File: src/design/lecs_pkg.sv
/*
 * lecs_pkg: register offsets, field positions, reset values and count-source
 * codes for the lane error tally status registers.
 * assumes: 8-bit register port driven by the device's configuration bridge.
 */
package lecs_pkg;
    // ==========================================================
    // widths
    localparam int unsigned LECS_LANES     = 4;
    localparam int unsigned LECS_TALLY_W   = 12;
    localparam int unsigned LECS_ADDR_W    = 8;
    localparam int unsigned LECS_DATA_W    = 8;
    // ==========================================================
    // register offsets
    localparam logic [7:0] LECS_OFS_L0_LOW   = 8'h18;
    localparam logic [7:0] LECS_OFS_L0_HIGH  = 8'h19;
    localparam logic [7:0] LECS_OFS_L1_LOW   = 8'h1A;
    localparam logic [7:0] LECS_OFS_L1_HIGH  = 8'h1B;
    localparam logic [7:0] LECS_OFS_L2_LOW   = 8'h1C;
    localparam logic [7:0] LECS_OFS_L2_HIGH  = 8'h1D;
    localparam logic [7:0] LECS_OFS_L3_LOW   = 8'h1E;
    localparam logic [7:0] LECS_OFS_L3_HIGH  = 8'h1F;
    localparam logic [7:0] LECS_OFS_POWER    = 8'h20;
    // ==========================================================
    // fields of the power state status register, reset values and tally limits
    localparam int unsigned LECS_PWR_DOWN_BIT  = 7;
    localparam int unsigned LECS_PWR_RW_LSB    = 4;
    localparam int unsigned LECS_PWR_RW_W      = 2;
    localparam logic [7:0]  LECS_RESET_VALUE   = 8'h00;
    localparam logic [11:0] LECS_TALLY_RESET   = 12'h000;
    localparam logic [11:0] LECS_TALLY_MAX     = 12'hFFF;
    // ==========================================================
    // count source select codes
    typedef enum logic [2:0] {
        LECS_SRC_DATA_ERR   = 3'h0,
        LECS_SRC_BUF_ERR    = 3'h1,
        LECS_SRC_BUF_OVF    = 3'h2,
        LECS_SRC_BUF_UNF    = 3'h3,
        LECS_SRC_DESKEW     = 3'h4
    } lecs_src_t;
endpackage : lecs_pkg

File: src/design/lecs_lane_tally.sv
/*
 * lecs_lane_tally: one lane's 12-bit error tally with event selection.
 * assumes: event inputs already synchronous to I_CORE_CLK, one pulse per event.
 */
`timescale 1ns/1ps
module lecs_lane_tally
    import lecs_pkg::*;
(
    // clock and reset
    input  wire logic        i_clk,
    input  wire logic        i_rst,
    // control
    input  wire logic        i_clear,
    input  wire logic [2:0]  i_src_sel,
    // events
    input  wire logic        i_data_err,
    input  wire logic        i_buf_err,
    input  wire logic        i_buf_ovf,
    input  wire logic        i_buf_unf,
    input  wire logic        i_deskew_err,
    // tally
    output logic      [11:0] o_tally
);
    logic event_sel;
    logic [11:0] tally_q;

    // ==========================================================
    // source select
    always_comb begin
        case (i_src_sel)
            LECS_SRC_DATA_ERR: event_sel = i_data_err;
            LECS_SRC_BUF_ERR:  event_sel = i_buf_err;
            LECS_SRC_BUF_OVF:  event_sel = i_buf_ovf;
            LECS_SRC_BUF_UNF:  event_sel = i_buf_unf;
            LECS_SRC_DESKEW:   event_sel = i_deskew_err;
            default:           event_sel = 1'b0;           // reserved codes count nothing
        endcase
    end

    // ==========================================================
    // tally; saturates so a long soak never wraps to a small number
    always_ff @(posedge i_clk) begin
        if (i_rst) begin
            tally_q <= LECS_TALLY_RESET;
        end else if (i_clear) begin
            tally_q <= LECS_TALLY_RESET;
        end else if (event_sel && tally_q != LECS_TALLY_MAX) begin
            tally_q <= tally_q + 12'h001;
        end
    end

    assign o_tally = tally_q;
endmodule : lecs_lane_tally

File: src/design/lecs_regs.sv
/*
 * lecs_regs: lane error tally and power state status registers.
 * assumes: 8-bit register port (address, write strobe, write data, read data)
 * from the device's configuration bridge; events synchronous to I_CORE_CLK;
 * power-down and clear/select come from neighbouring device logic.
 */
`timescale 1ns/1ps
// What this block does
// - Register 0x19 low nibble shows lane 0 tally bits 11:8, read-only, reset zero.
// - Lane 1 tally: low byte at 0x1A, high nibble at 0x1B, read-only.
// - Lane 2 tally: low byte at 0x1C, high nibble at 0x1D, read-only.
// - Lane 3 tally: low byte at 0x1E, high nibble at 0x1F, read-only.
// - Writes never change tallies; upper nibbles of high registers read zero.
// - Register 0x20 bit 7 reads one while powered down, else zero.
// - Register 0x20 bits 5:4 are read/write, reset zero; others read zero.
// - Register 0x18 holds lane 0 tally bits 7:0.
// - Rising edge of the clear control zeroes all tallies.
// - Three-bit select picks counted event; codes 5 to 7 count nothing.
module lecs_regs
    import lecs_pkg::*;
(
    // clock and reset
    input  wire logic        I_CORE_CLK,
    input  wire logic        I_RST,
    // register port
    input  wire logic [7:0]  I_REG_ADDR,
    input  wire logic        I_REG_WR,
    input  wire logic [7:0]  I_REG_WDATA,
    output logic      [7:0]  O_REG_RDATA,
    // control from neighbouring registers
    input  wire logic        I_ERROR_TALLY_CLEAR,
    input  wire logic [2:0]  I_COUNT_SOURCE_SELECT,
    // per-lane events
    input  wire logic [3:0]  I_DATA_ERR,
    input  wire logic [3:0]  I_BUF_ERR,
    input  wire logic [3:0]  I_BUF_OVF,
    input  wire logic [3:0]  I_BUF_UNF,
    input  wire logic [3:0]  I_DESKEW_ERR,
    // power state
    input  wire logic        I_POWERDOWN,
    output logic             O_POWERDOWN_INDICATOR,
    output logic      [1:0]  O_POWER_CTRL
);
    logic        clear_prev_q;
    logic        clear_pulse;
    logic [11:0] tally [LECS_LANES];
    logic [1:0]  pwr_ctrl_q;
    logic        pwr_down_q;
    logic [7:0]  rdata_q;
    logic [7:0]  rdata_d;

    // ==========================================================
    // clear edge detect
    always_ff @(posedge I_CORE_CLK) begin
        if (I_RST) begin
            clear_prev_q <= 1'b0;
        end else begin
            clear_prev_q <= I_ERROR_TALLY_CLEAR;
        end
    end
    assign clear_pulse = I_ERROR_TALLY_CLEAR & ~clear_prev_q;

    // ==========================================================
    // per-lane tallies
    genvar g;
    generate
        for (g = 0; g < LECS_LANES; g++) begin : g_lane
            lecs_lane_tally u_tally (
                .i_clk        (I_CORE_CLK),
                .i_rst        (I_RST),
                .i_clear      (clear_pulse),
                .i_src_sel    (I_COUNT_SOURCE_SELECT),
                .i_data_err   (I_DATA_ERR[g]),
                .i_buf_err    (I_BUF_ERR[g]),
                .i_buf_ovf    (I_BUF_OVF[g]),
                .i_buf_unf    (I_BUF_UNF[g]),
                .i_deskew_err (I_DESKEW_ERR[g]),
                .o_tally      (tally[g])
            );
        end
    endgenerate

    // ==========================================================
    // power state register
    always_ff @(posedge I_CORE_CLK) begin
        if (I_RST) begin
            pwr_ctrl_q <= LECS_RESET_VALUE[LECS_PWR_RW_LSB +: LECS_PWR_RW_W];
        end else if (I_REG_WR && I_REG_ADDR == LECS_OFS_POWER) begin
            pwr_ctrl_q <= I_REG_WDATA[LECS_PWR_RW_LSB +: LECS_PWR_RW_W];
        end
    end

    // power-down level is a plain status, registered once on the core clock
    always_ff @(posedge I_CORE_CLK) begin
        if (I_RST) begin
            pwr_down_q <= 1'b0;
        end else begin
            pwr_down_q <= I_POWERDOWN;
        end
    end

    // ==========================================================
    // read mux; tally registers have no write path at all
    always_comb begin
        rdata_d = 8'h00;
        case (I_REG_ADDR)
            LECS_OFS_L0_LOW:  rdata_d = tally[0][7:0];
            LECS_OFS_L0_HIGH: rdata_d = {4'h0, tally[0][11:8]};
            LECS_OFS_L1_LOW:  rdata_d = tally[1][7:0];
            LECS_OFS_L1_HIGH: rdata_d = {4'h0, tally[1][11:8]};
            LECS_OFS_L2_LOW:  rdata_d = tally[2][7:0];
            LECS_OFS_L2_HIGH: rdata_d = {4'h0, tally[2][11:8]};
            LECS_OFS_L3_LOW:  rdata_d = tally[3][7:0];
            LECS_OFS_L3_HIGH: rdata_d = {4'h0, tally[3][11:8]};
            // bit 6 belongs to a neighbouring status and reads zero here
            LECS_OFS_POWER:   rdata_d = {pwr_down_q, 1'h0, pwr_ctrl_q, 4'h0};
            default:          rdata_d = 8'h00;
        endcase
    end

    always_ff @(posedge I_CORE_CLK) begin
        if (I_RST) begin
            rdata_q <= LECS_RESET_VALUE;
        end else begin
            rdata_q <= rdata_d;
        end
    end

    assign O_REG_RDATA           = rdata_q;
    assign O_POWERDOWN_INDICATOR = pwr_down_q;
    assign O_POWER_CTRL          = pwr_ctrl_q;
endmodule : lecs_regs

File: config.mk
export PLATFORM = sky130hd
export DESIGN_NAME = lecs_regs
export DESIGN_NICKNAME = d
export VERILOG_FILES = /design/src/design/lecs_pkg.sv /design/src/design/lecs_lane_tally.sv /design/src/design/lecs_regs.sv
export SDC_FILE = /design/constraint.sdc
export NUM_CORES = 1
export LEC_CHECK = 0
export BUFFER_PORTS_ARGS = -buffer_cell sky130_fd_sc_hd__buf_2
export CAP_MARGIN = 20
export CORE_MARGIN = 2
export CORE_UTILIZATION = 35
export CTS_BUF_LIST = sky130_fd_sc_hd__clkbuf_4 sky130_fd_sc_hd__clkbuf_8
export DETAILED_ROUTE_END_ITERATION = 16
export GPL_TIMING_DRIVEN = 0
export PLACE_DENSITY = 0.59
export SYNTH_ARGS = -nofsm -noshare
export SYNTH_HDL_FRONTEND = slang
export SYNTH_HIERARCHICAL = 1
export SYNTH_SLANG_ARGS = --single-unit
File: constraint.sdc
create_clock -name I_CORE_CLK -period 4.4 [get_ports I_CORE_CLK]
set_input_delay 0 -clock I_CORE_CLK [delete_from_list [all_inputs] [get_ports I_CORE_CLK]]
set_output_delay 0 -clock I_CORE_CLK [all_outputs]
set_load 0.02 [all_outputs]
==> results of run 1 <==
[tightest hold or removal path, stage by stage]
cell	delay (ns)
buf_2	0.10
nor3_1	0.06
nor3b_1	0.15
[power by group through the flow]
stage,Combinational (W),Sequential [W],Clock [W]
global placement,0.000113,0.000563,0
detailed placement,0.000114,0.000563,0
finish,0.000118,0.000551,0.000459
CTS,0.000118,0.000551,0.000470
floorplan,0.0000693,0.000562,0
global route,0.000129,0.000551,0.000498
[worst max-delay path by stage]
stage | from | end
after floorplan | g_lane[0].u_tally/o_tally[0]$_SDFFE_PP0P_ | g_lane[0].u_tally/o_tally[3]$_SDFFE_PP0P_
after CTS | I_REG_ADDR[7] | O_POWER_CTRL[0]$_SDFFE_PP0P_
after detailed placement | g_lane[3].u_tally/o_tally[0]$_SDFFE_PP0P_ | g_lane[3].u_tally/o_tally[3]$_SDFFE_PP0P_
final | I_REG_ADDR[7] | O_POWER_CTRL[1]$_SDFFE_PP0P_
after global placement | g_lane[3].u_tally/o_tally[0]$_SDFFE_PP0P_ | g_lane[3].u_tally/o_tally[3]$_SDFFE_PP0P_
after global routing | I_REG_ADDR[7] | O_POWER_CTRL[1]$_SDFFE_PP0P_
[Yosys cell counts (all sizes together) (5+ instances only)]
library cell and instances:
dfxtp 60, a21oi 44, o21ai 33, or3 33, nand2 26, and3 21
nand4 16, buf 15, nand3 15, mux2i 13, nor2 12, nor3 11
mux4 9, or4 9, and4 8, o31ai 8, nor3b 5, nor4 5
[cell usage in the layout, fill, tap and decap left out, types with 5 or more instances in the layout]
cell | synthesis | final
nand2_1 | 26 | 26
nor3_1 | 7 | 7
nor2_1 | 12 | 12
o21ai_0 | 29 | 29
a21oi_1 | 44 | 44
nor4_1 | 5 | 5
or3_1 | 33 | 33
buf_1 | 5 | 5
dfxtp_1 | 60 | 60
and3_1 | 21 | 21
buf_2 | 5 | 52
and4_1 | 8 | 8
mux4_2 | 9 | 9
nand4_1 | 16 | 16
nand3_1 | 15 | 15
clkbuf_8 | 0 | 11
or4_1 | 9 | 9
o31ai_1 | 8 | 8
buf_6 | 5 | 5
dlygate4sd3_1 | 0 | 8
mux2i_1 | 13 | 13
[cell type report]
class / count / area, sq um
clock inverter: 2 / 10.01
buffer: 16 / 103.9
tap: 133 / 166.4
timing repair buffer: 55 / 315.3
inverter: 3 / 11.26
sequential: 60 / 1201
clock buffer: 13 / 166.4
fill: 981 / 5574
multi-input combinational: 314 / 2136
[stage by stage]
stage,instances,setup slack (ns),area (sq um)
after floorplan,393,2.796,3452
after global placement,573,2.678,3854
after detailed placement,573,2.637,3854
after CTS,596,2.557,4110
after global routing,596,2.383,4110
final,596,2.497,4110
[kinds of logic after synthesis]
family	after synthesis
flip-flops	60
adder cells (fa/ha/maj)	4
AO/OA/AOI/OAI	106
AND/OR/NAND/NOR	179
buffers and inverters	19
multiplexers	25
[repair_timing]
action / CTS / global route
endpoints found under the setup margin: 0 / 0
hold buffers: 8 / 0
hold endpoints to repair: 5 / 0
[flip-flops by register name, indices dropped and copies added (netlist names)]
name,flops
O_POWERDOWN_INDICATOR,1
O_POWER_CTRL,2
O_REG_RDATA,8
clear_prev_q,1
g_lane.u_tally/o_tally,48
[metal layers]
layer  vias to the layer above  wire length, um  GRT usage
met1                      1624             4273     0.2438
met4                         0              210    0.07591
li1                       1674                -          -
met3                        15              414    0.04032
met5                         -                0          0
met2                        66             4496     0.2997
==> results_dict.tcl, run 1 <==
set metrics [dict create \
    status "complete, no violations" \
    peakVddDrop_v 0.0001434 \
    cts-root-buf "clkbuf_8" \
    synth_warnings 6 \
    critPathArrivalTime_ns 2.18 \
    powerDensity_nw_per_um2 274.5 \
    cpMostUsedCell "dlygate4sd3_1" \
    synth_xor_area_frac 0 \
    cp_data_required_time_ns 4.67 \
    die-area_sq_um 10670 \
    grt_max_degree 14 \
    critPathKind "input pin to flip-flop" \
    critPathMaxFanout 4 \
    synth_adder_area_share 0.01450 \
    min-delay-path-class "input pin to flip-flop" \
    final_net_count 507 \
    min_period_ns 1.903 \
    antenna_found_initial 0 \
    p_sw_w 0.0002889 \
    boundaryPins 55 \
    r2r_end "g_lane[3].u_tally/o_tally[3]$_SDFFE_PP0P_" \
    syn_area_per_cell_sq_um 8.784 \
    cts.path.max_buffers 2 \
    cts_inserted_buffers 9 \
    cts.htree.levels 3 \
    grt-ovfl-total 0 \
    synth_area_sq_um 3452 \
    setup_viol 0 \
    grt_pass1_vias 3100 \
    die_w_um 103.3 \
    cts_tree "built" \
    clk_pin_slew_ns 0.07 \
    path_delay_family "buffers and inverters" \
    synthFlopType "dfxtp_1" \
    route.detailed.drc 0 \
    slew_headroom 0.5679 \
    maxCapViolCount 0 \
    rsz0062_at_grt "false" \
    cts_sinks 60 \
    yosys.area_share.simple 0.3204 \
    tns_ns 0 \
    finalPower_w 0.001128 \
    drive_gt1_frac 0.2181 \
    post_cts_resized 0 \
    yosysTopAreaCell "dfxtp_1" \
    row_count 36 \
    finClkSkew_ns 0.006974 \
    synth_top_family_by_area "simple AND/OR/NAND/NOR gates" \
    hold_depth 3 \
    synth_top_area_frac 0.3480 \
    grt_pass1_wl_um 15370 \
    power_frac_clock 0.407 \
    worst_slew_pin_slew_ns 0.6468 \
    critPathCaptureType "flip-flop" \
    routedWlPerCell_um 15.76 \
    dr.first_iter.drc_count 150 \
    power.leakage_nw 1.448 \
    routabilityCongestion 0.8788 \
    grt_usage 0.1863 \
    routed_wl_um 9394 \
    synthToLayoutAreaGrowth_pct 19.06 \
    vias 3379 \
    worstHoldStart "I_REG_ADDR[6]" \
    via_per_inst 5.669 \
    coreArea_sq_um 9684 \
    r2r_setup_slack_ns 2.60 \
    antenna_cells 0 \
    cpPeakStageDelay_ns 0.57 \
    worstPathCellList "dlygate4sd3_1, buf_2, or4_1, nor2_1, nand3_1, dlygate4sd3_1, a21oi_1" \
    fin_crit_sh 0.4325 \
    first_pass_iters 4 \
    syn_nets 441 \
    whs_ns 0.02298 \
    p_sw_frac 0.2560 \
    clk_latency_ns 0.34 \
    p_int_w 0.0008394 \
    cp_num_buf_inv 3 \
    synth_compound_area_frac 0.1776 \
    finalMaxSlewViolations 0 \
    antenna_left 0 \
    start_kind "input pin" \
    numPortBuffers 47 \
    seq_area_frac_synth 0.3480 \
    synthArstFlopShare 0 \
    fin_util 0.4244 \
    p_comb_frac 0.105 \
    synth_edf_count 0 \
    reg2reg_from "g_lane[3].u_tally/o_tally[0]$_SDFFE_PP0P_" \
    power_frac_seq 0.488 \
    postCtsSetupBuffers 0 \
    synth_mux_area_frac 0.1062 \
    max_freq_mhz 525.4 \
    reg2reg_depth 5 \
    synth_cell_types 42 \
    syn_inst 393 \
    cp.depth 7 \
    hold_viol_final 0 \
    start_util 0.3565 \
    worst_path_max_delay_cell "dlygate4sd3_1" \
    synth.area.top_cells "dfxtp_1 (35%), a21oi_1 (6.4%), or3_1 (6.0%), mux4_2 (5.9%), o21ai_0 (4.2%)" \
    die_h_um 103.3 \
    dp_hpwl_um 6798 \
    ys_ff_latch 60 \
    whs_endpoint "O_REG_RDATA[7]$_SDFF_PP0_" \
]
(Power assumes the default switching activity.)
==> inputs of run 2 (changes only) <==
- ABC_AREA: unset -> 1
- PLACE_DENSITY: 0.59 -> 0.6
- clock period: 4.4 -> 1.7 ns (I/O delays scaled with it)
==> run 2 against run 1 <==
Compared with the run above: final cell count is 53% higher; critical path depth rose by 4; total power grew to 2.7 times the previous value; critical path type is now flip-flop to flip-flop; worst hold slack improved by 0.015 ns; worst setup slack got worse by 2.4 ns; via count is 26% higher; synthesized cell count grew 77%; clock power grew to 2.6 times the previous value; die area increased by 22%.
==> results_dict.tcl, run 2 <==
set metrics [dict create \
    reg2reg_depth 11 \
    maxCapViolCount 0 \
    row_count 40 \
    routedWlPerCell_um 11.74 \
    cpPeakStageDelay_ns 0.49 \
    antenna_found_initial 0 \
    peakVddDrop_v 0.0004470 \
    worst_path_max_delay_cell "dfxtp_1" \
    num-fill-cells 1292 \
    antenna_cells 0 \
    first_pass_iters 5 \
    hold_viol_final 0 \
    syn_nets 745 \
    cp_data_required_time_ns 1.95 \
    worstHoldStart "I_RST" \
    multi_input_area_sq_um 2614 \
    finalPower_w 0.003008 \
    min_period_ns 1.584 \
    synthTopCellsByCount "nand2_1 (199), nand3_1 (105), nor2_1 (92), inv_1 (83), dfxtp_1 (60)" \
    min-delay-path-class "input pin to flip-flop" \
    critPathKind "flip-flop to flip-flop" \
    via_per_inst 4.683 \
    cts_sinks 60 \
    cp.depth 11 \
    antenna_left 0 \
    die_w_um 114.0 \
    start_kind "flip-flop" \
    synth_edf_count 0 \
    die_h_um 114.0 \
    final_common_cell "nand2_1" \
    die-area_sq_um 13000 \
    synthArstFlopShare 0 \
    largest_reg_flops 48 \
    layout.area.seq_sq_um 1204 \
    final_net_count 808 \
    finalMaxSlewViolations 0 \
    seq_area_frac_synth 0.2836 \
    yosys.area_share.simple 0.5238 \
    synthFlopType "dfxtp_1" \
    dpl.cell_count 892 \
    synth_most_common_cell "nand2_1" \
    grt-ovfl-total 0 \
    finalWorstSetupSlack_ns 0.1165 \
    syn_inst 697 \
    grt_pass1_wl_um 18110 \
    synth.area.top_cells "dfxtp_1 (28%), nand2_1 (18%), nand3_1 (12%), nor2_1 (8.2%), inv_1 (7.4%)" \
    synth_area_sq_um 4235 \
    cp_num_buf_inv 2 \
    route.detailed.drc 0 \
    worst_slew_pin_slew_ns 0.4947 \
    cts_inserted_buffers 9 \
    setup_viol 0 \
    numPortBuffers 48 \
    finClkSkew_ns 0.01071 \
    clk_latency_ns 0.37 \
    status "complete, no violations" \
    critPathCaptureType "flip-flop" \
    tns_ns 0 \
    critPathMaxFanout 10 \
    fin_crit_sh 0.9315 \
    start_util 0.3556 \
    hold_depth 4 \
    clk_pin_slew_ns 0.07 \
    synth_cell_types 23 \
    power.leakage_nw 2.131 \
    max_freq_mhz 631.5 \
    boundaryPins 55 \
    critPathArrivalTime_ns 1.84 \
    synth_compound_area_frac 0.04490 \
    cpMostUsedCell "nand2_1" \
    synth_top_area_frac 0.2836 \
    routabilityCongestion 0.8367 \
    grt_usage 0.1741 \
    reg2reg_from "g_lane[1].u_tally/o_tally[1]$_SDFFE_PP0P_" \
    drive_gt1_frac 0.1882 \
    syn_area_per_cell_sq_um 6.076 \
    synth_xor_area_frac 0.02482 \
    cts_tree "built" \
    final_cells 912 \
    path_delay_family "simple AND/OR/NAND/NOR gates" \
    synth_mux_area_frac 0 \
    powerDensity_nw_per_um2 610.2 \
    synth_warnings 6 \
    slew_headroom 0.6702 \
    startpoint "g_lane[1].u_tally/o_tally[1]$_SDFFE_PP0P_" \
    synth_adder_area_share 0.01182 \
    cts.htree.levels 3 \
    worstPathCellList "ha_4, nand2_2, nor2_4, nand3_2, buf_6, nand2_1, inv_2, nand2_1, nand2_1, nand2_2, nor2_2" \
    whs_ns 0.03838 \
    cts-root-buf "clkbuf_8" \
    coreArea_sq_um 11910 \
    dpl_worst_slack_ns 0.01141 \
    ys_ff_latch 60 \
    cts.path.max_buffers 2 \
    yosysTopAreaCell "dfxtp_1" \
    layout.cells.most_common_list "nand2_1 (199), nand3_1 (105), nor2_1 (92), inv_1 (83), dfxtp_1 (58)" \
    grt_pass1_vias 3910 \
    synth_top_family_by_area "simple AND/OR/NAND/NOR gates" \
    synthToLayoutAreaGrowth_pct 16.40 \
    routed_wl_um 10710 \
    grt_max_degree 13 \
    vias 4271 \
    dp_hpwl_um 8162 \
    dr.first_iter.drc_count 193 \
]
-- run 2: stage by stage --
| step | cell area (sq um) | utilization |
|---|---|---|
| after floorplan | 4235 | - |
| after global placement | 4659 | 0.3912 |
| after detailed placement | 4659 | 0.3912 |
| after CTS | 4880 | 0.4097 |
| after global routing | 4930 | 0.4139 |
| final | 4930 | 0.4139 |
-- run 2: metal layers --
| metal | GRT usage | vias up | part of all wire |
|---|---|---|---|
| li1 | - | 2327 | - |
| met5 | 0 | - | 0 |
| met3 | 0.03560 | 7 | 0.035 |
| met2 | 0.2881 | 51 | 0.47 |
| met4 | 0.05447 | 0 | 0.0081 |
| met1 | 0.2280 | 1886 | 0.49 |
-- run 2: final timing paths --
| check | endpoint | slack (ns) |
|---|---|---|
| min | g_lane[0].u_tally/o_tally[7]$_SDFFE_PP0P_ | 0.04 |
| max reg2reg | g_lane[1].u_tally/o_tally[5]$_SDFFE_PP0P_ | 0.12 |
| max | g_lane[1].u_tally/o_tally[5]$_SDFFE_PP0P_ | 0.12 |
| min reg2reg | g_lane[3].u_tally/o_tally[11]$_SDFFE_PP0P_ | 0.52 |
-- run 2: tightest hold or removal path, cell delays in order --
cell and delay (ns):
buf_2 0.13, nor2_1 0.11, nand2_1 0.08, nor2_1 0.03
-- run 2: cells by family after synthesis --
kind of cell / count (synthesis)
adder cells (fa/ha/maj): 4
AO/OA/AOI/OAI: 38
buffers and inverters: 108
flip-flops: 60
XOR/XNOR: 12
AND/OR/NAND/NOR: 475
-- run 2: what timing repair did --
item | in CTS | in global routing
hold endpoints to repair | 4 | 0
hold buffers | 4 | 0
setup buffers | 0 | 0
resized for setup | 1 | 9
setup endpoints to repair | 1 | 27
pin swaps | 0 | 0
-- run 2: power by group --
part,total (W),switching (W),internal (W)
clock,0.00121,0.000580,0.000630
sequential,0.00145,0.0000266,0.00142
combinational,0.000350,0.000223,0.000127
-- run 2: final cells by class --
cell class,count,area share
Multi-Input combinational cell,529,0.5302
Sequential cell,60,0.2442
Inverter,95,0.07233
Timing Repair Buffer,52,0.05685
Tap cell,147,0.03731
Clock buffer,14,0.03401
Buffer,13,0.02310
Clock inverter,2,0.002030
==> inputs of run 3 (changes only) <==
- GPL_ROUTABILITY_DRIVEN: unset -> 0
- PLACE_DENSITY: 0.6 -> 0.58
- clock period: 1.7 -> 1.56 ns (I/O delays scaled with it)
==> run 3 against run 2 <==
Compared with the run above: die area unchanged; clock skew down 0.0030 ns; non-clock buffer count unchanged; fmax up 8.9%; final area is 1.1% higher; worst setup slack got worse by 0.011 ns; combinational power increased by 11%; clock power grew 13%; total power grew 11%; sequential share of layout area increased by 0.33 points; clock-buffer cell count up 1.
==> results_dict.tcl, run 3 (synthesis gave the netlist of run 2 again) <==
set metrics [dict create \
    final_net_count 808 \
    antenna_cells 0 \
    vias 4403 \
    cts.path.max_buffers 2 \
    cts-root-buf "clkbuf_8" \
    num-fill-cells 1279 \
    cts_tree "built" \
    grt_pass1_vias 4056 \
    critPathArrivalTime_ns 1.69 \
    clk_latency_ns 0.35 \
    antenna_found_initial 0 \
    cp_data_required_time_ns 1.79 \
    whs_ns 0.03514 \
    layout.cells.most_common_list "nand2_1 (199), nand3_1 (105), nor2_1 (90), inv_1 (83), dfxtp_1 (50)" \
    maxCapViolCount 0 \
    grt_pass1_wl_um 18790 \
    max_freq_mhz 687.7 \
    coreArea_sq_um 11910 \
    grtUsageMet2 0.2996 \
    start_kind "flip-flop" \
    min_period_ns 1.454 \
    worst_slew_pin_slew_ns 0.4836 \
    synthToLayoutAreaGrowth_pct 17.70 \
    numPortBuffers 48 \
    cts_sinks 60 \
    fin_crit_sh 0.9321 \
    rsz0062_at_grt "true" \
    boundaryPins 55 \
    power.leakage_nw 2.143 \
    powerDensity_nw_per_um2 668.4 \
    drive_gt1_frac 0.2026 \
    grt_use_met1 0.2294 \
    grt_usage 0.1799 \
    critPathKind "flip-flop to flip-flop" \
    setup_viol 0 \
    grt-ovfl-total 0 \
    final_common_cell "nand2_1" \
    via_per_inst 4.828 \
    finClkSkew_ns 0.007754 \
    first_pass_iters 4 \
    multi_input_area_sq_um 2624 \
    die_h_um 114.0 \
    finalMaxSlewViolations 0 \
    antenna_left 0 \
    dp_hpwl_um 8665 \
    die_w_um 114.0 \
    grt_max_degree 13 \
    min-delay-path-class "input pin to flip-flop" \
    slew_headroom 0.6776 \
    row_count 40 \
    cts_inserted_buffers 9 \
    top_usage_layer "met2" \
    postCtsSetupBuffers 0 \
    peakVddDrop_v 0.0005728 \
    status "complete, no violations" \
    critPathCaptureType "flip-flop" \
    dr.first_iter.drc_count 237 \
    use_met3 0.04304 \
    tns_ns 0 \
    largest_reg_flops 48 \
    die-area_sq_um 13000 \
    layout.area.seq_sq_um 1234 \
    clk_pin_slew_ns 0.07 \
    routed_wl_um 11220 \
    route.detailed.drc 0 \
    cts.htree.levels 3 \
    routedWlPerCell_um 12.30 \
    critPathMaxFanout 10 \
    start_util 0.3556 \
    hold_viol_final 0 \
]
[run 3: cell types whose count changed in the layout (fill, tap and decap cells not counted), sizes merged]
cell    delta
clkinv     -1
clkbuf     +1
[run 3: metal layers]
layer | wire length, um | part of all wire
met4 | 186 | 0.017
met2 | 5503 | 0.49
met5 | 0 | 0
met3 | 480 | 0.043
met1 | 5049 | 0.45
[run 3: per-stage QoR]
stage / area (sq um) / setup WS [ns] / total power (W) / utilization / cells
2_1_floorplan: 4235 / 0.09683 / 0.001844 / - / 697
3_3_place_gp: 4659 / -0.1131 / 0.001968 / 0.3912 / 892
3_5_place_dp: 4659 / -0.1433 / 0.001981 / 0.3912 / 892
4_1_cts: 4950 / 0.03586 / 0.003390 / 0.4155 / 912
5_1_grt: 4985 / -0.01878 / 0.003499 / 0.4185 / 912
6_report: 4985 / 0.1060 / 0.003332 / 0.4185 / 912
[run 3: final timing paths]
| kind | endpoint | slack [ns] | cells after the start | from |
|---|---|---|---|---|
| setup reg to reg | g_lane[1].u_tally/o_tally[5]$_SDFFE_PP0P_ | 0.11 | 11 | g_lane[1].u_tally/o_tally[0]$_SDFFE_PP0P_ |
| setup / recovery | g_lane[1].u_tally/o_tally[5]$_SDFFE_PP0P_ | 0.11 | 11 | g_lane[1].u_tally/o_tally[0]$_SDFFE_PP0P_ |
| hold / removal | g_lane[2].u_tally/o_tally[1]$_SDFFE_PP0P_ | 0.04 | 4 | I_RST |
| hold reg to reg | g_lane[0].u_tally/o_tally[6]$_SDFFE_PP0P_ | 0.53 | 2 | g_lane[0].u_tally/o_tally[6]$_SDFFE_PP0P_ |
[run 3: layout make-up]
class / instances / share of cell area
buffer: 13 / 0.02284
clock buffer: 15 / 0.03765
clock inverter: 1 / 0.001004
inverter: 95 / 0.07154
multi-input combinational: 529 / 0.5264
sequential: 60 / 0.2475
tap: 147 / 0.03690
timing repair buffer: 52 / 0.05622
[run 3: what timing repair did]
action	in CTS	in global routing
gates resized for setup	14	15
hold buffers	4	0
hold endpoints to repair	4	0
setup endpoints to repair	36	24
pin swaps	0	1
[run 3: worst max-delay path: stages, from the launching register on]
cell	delay [ns]
dfxtp_4	0.40
ha_4	0.19
nand2_2	0.07
nor2_4	0.13
nand3_2	0.10
buf_6	0.15
nand2_1	0.07
inv_2	0.04
nand2_1	0.05
nand2_1	0.05
nand2_2	0.05
nor2_2	0.03
[run 3: power breakdown]
part           switching [W]  internal (W)
logic               0.000248      0.000141
registers          0.0000293       0.00154
clock network       0.000610      0.000759
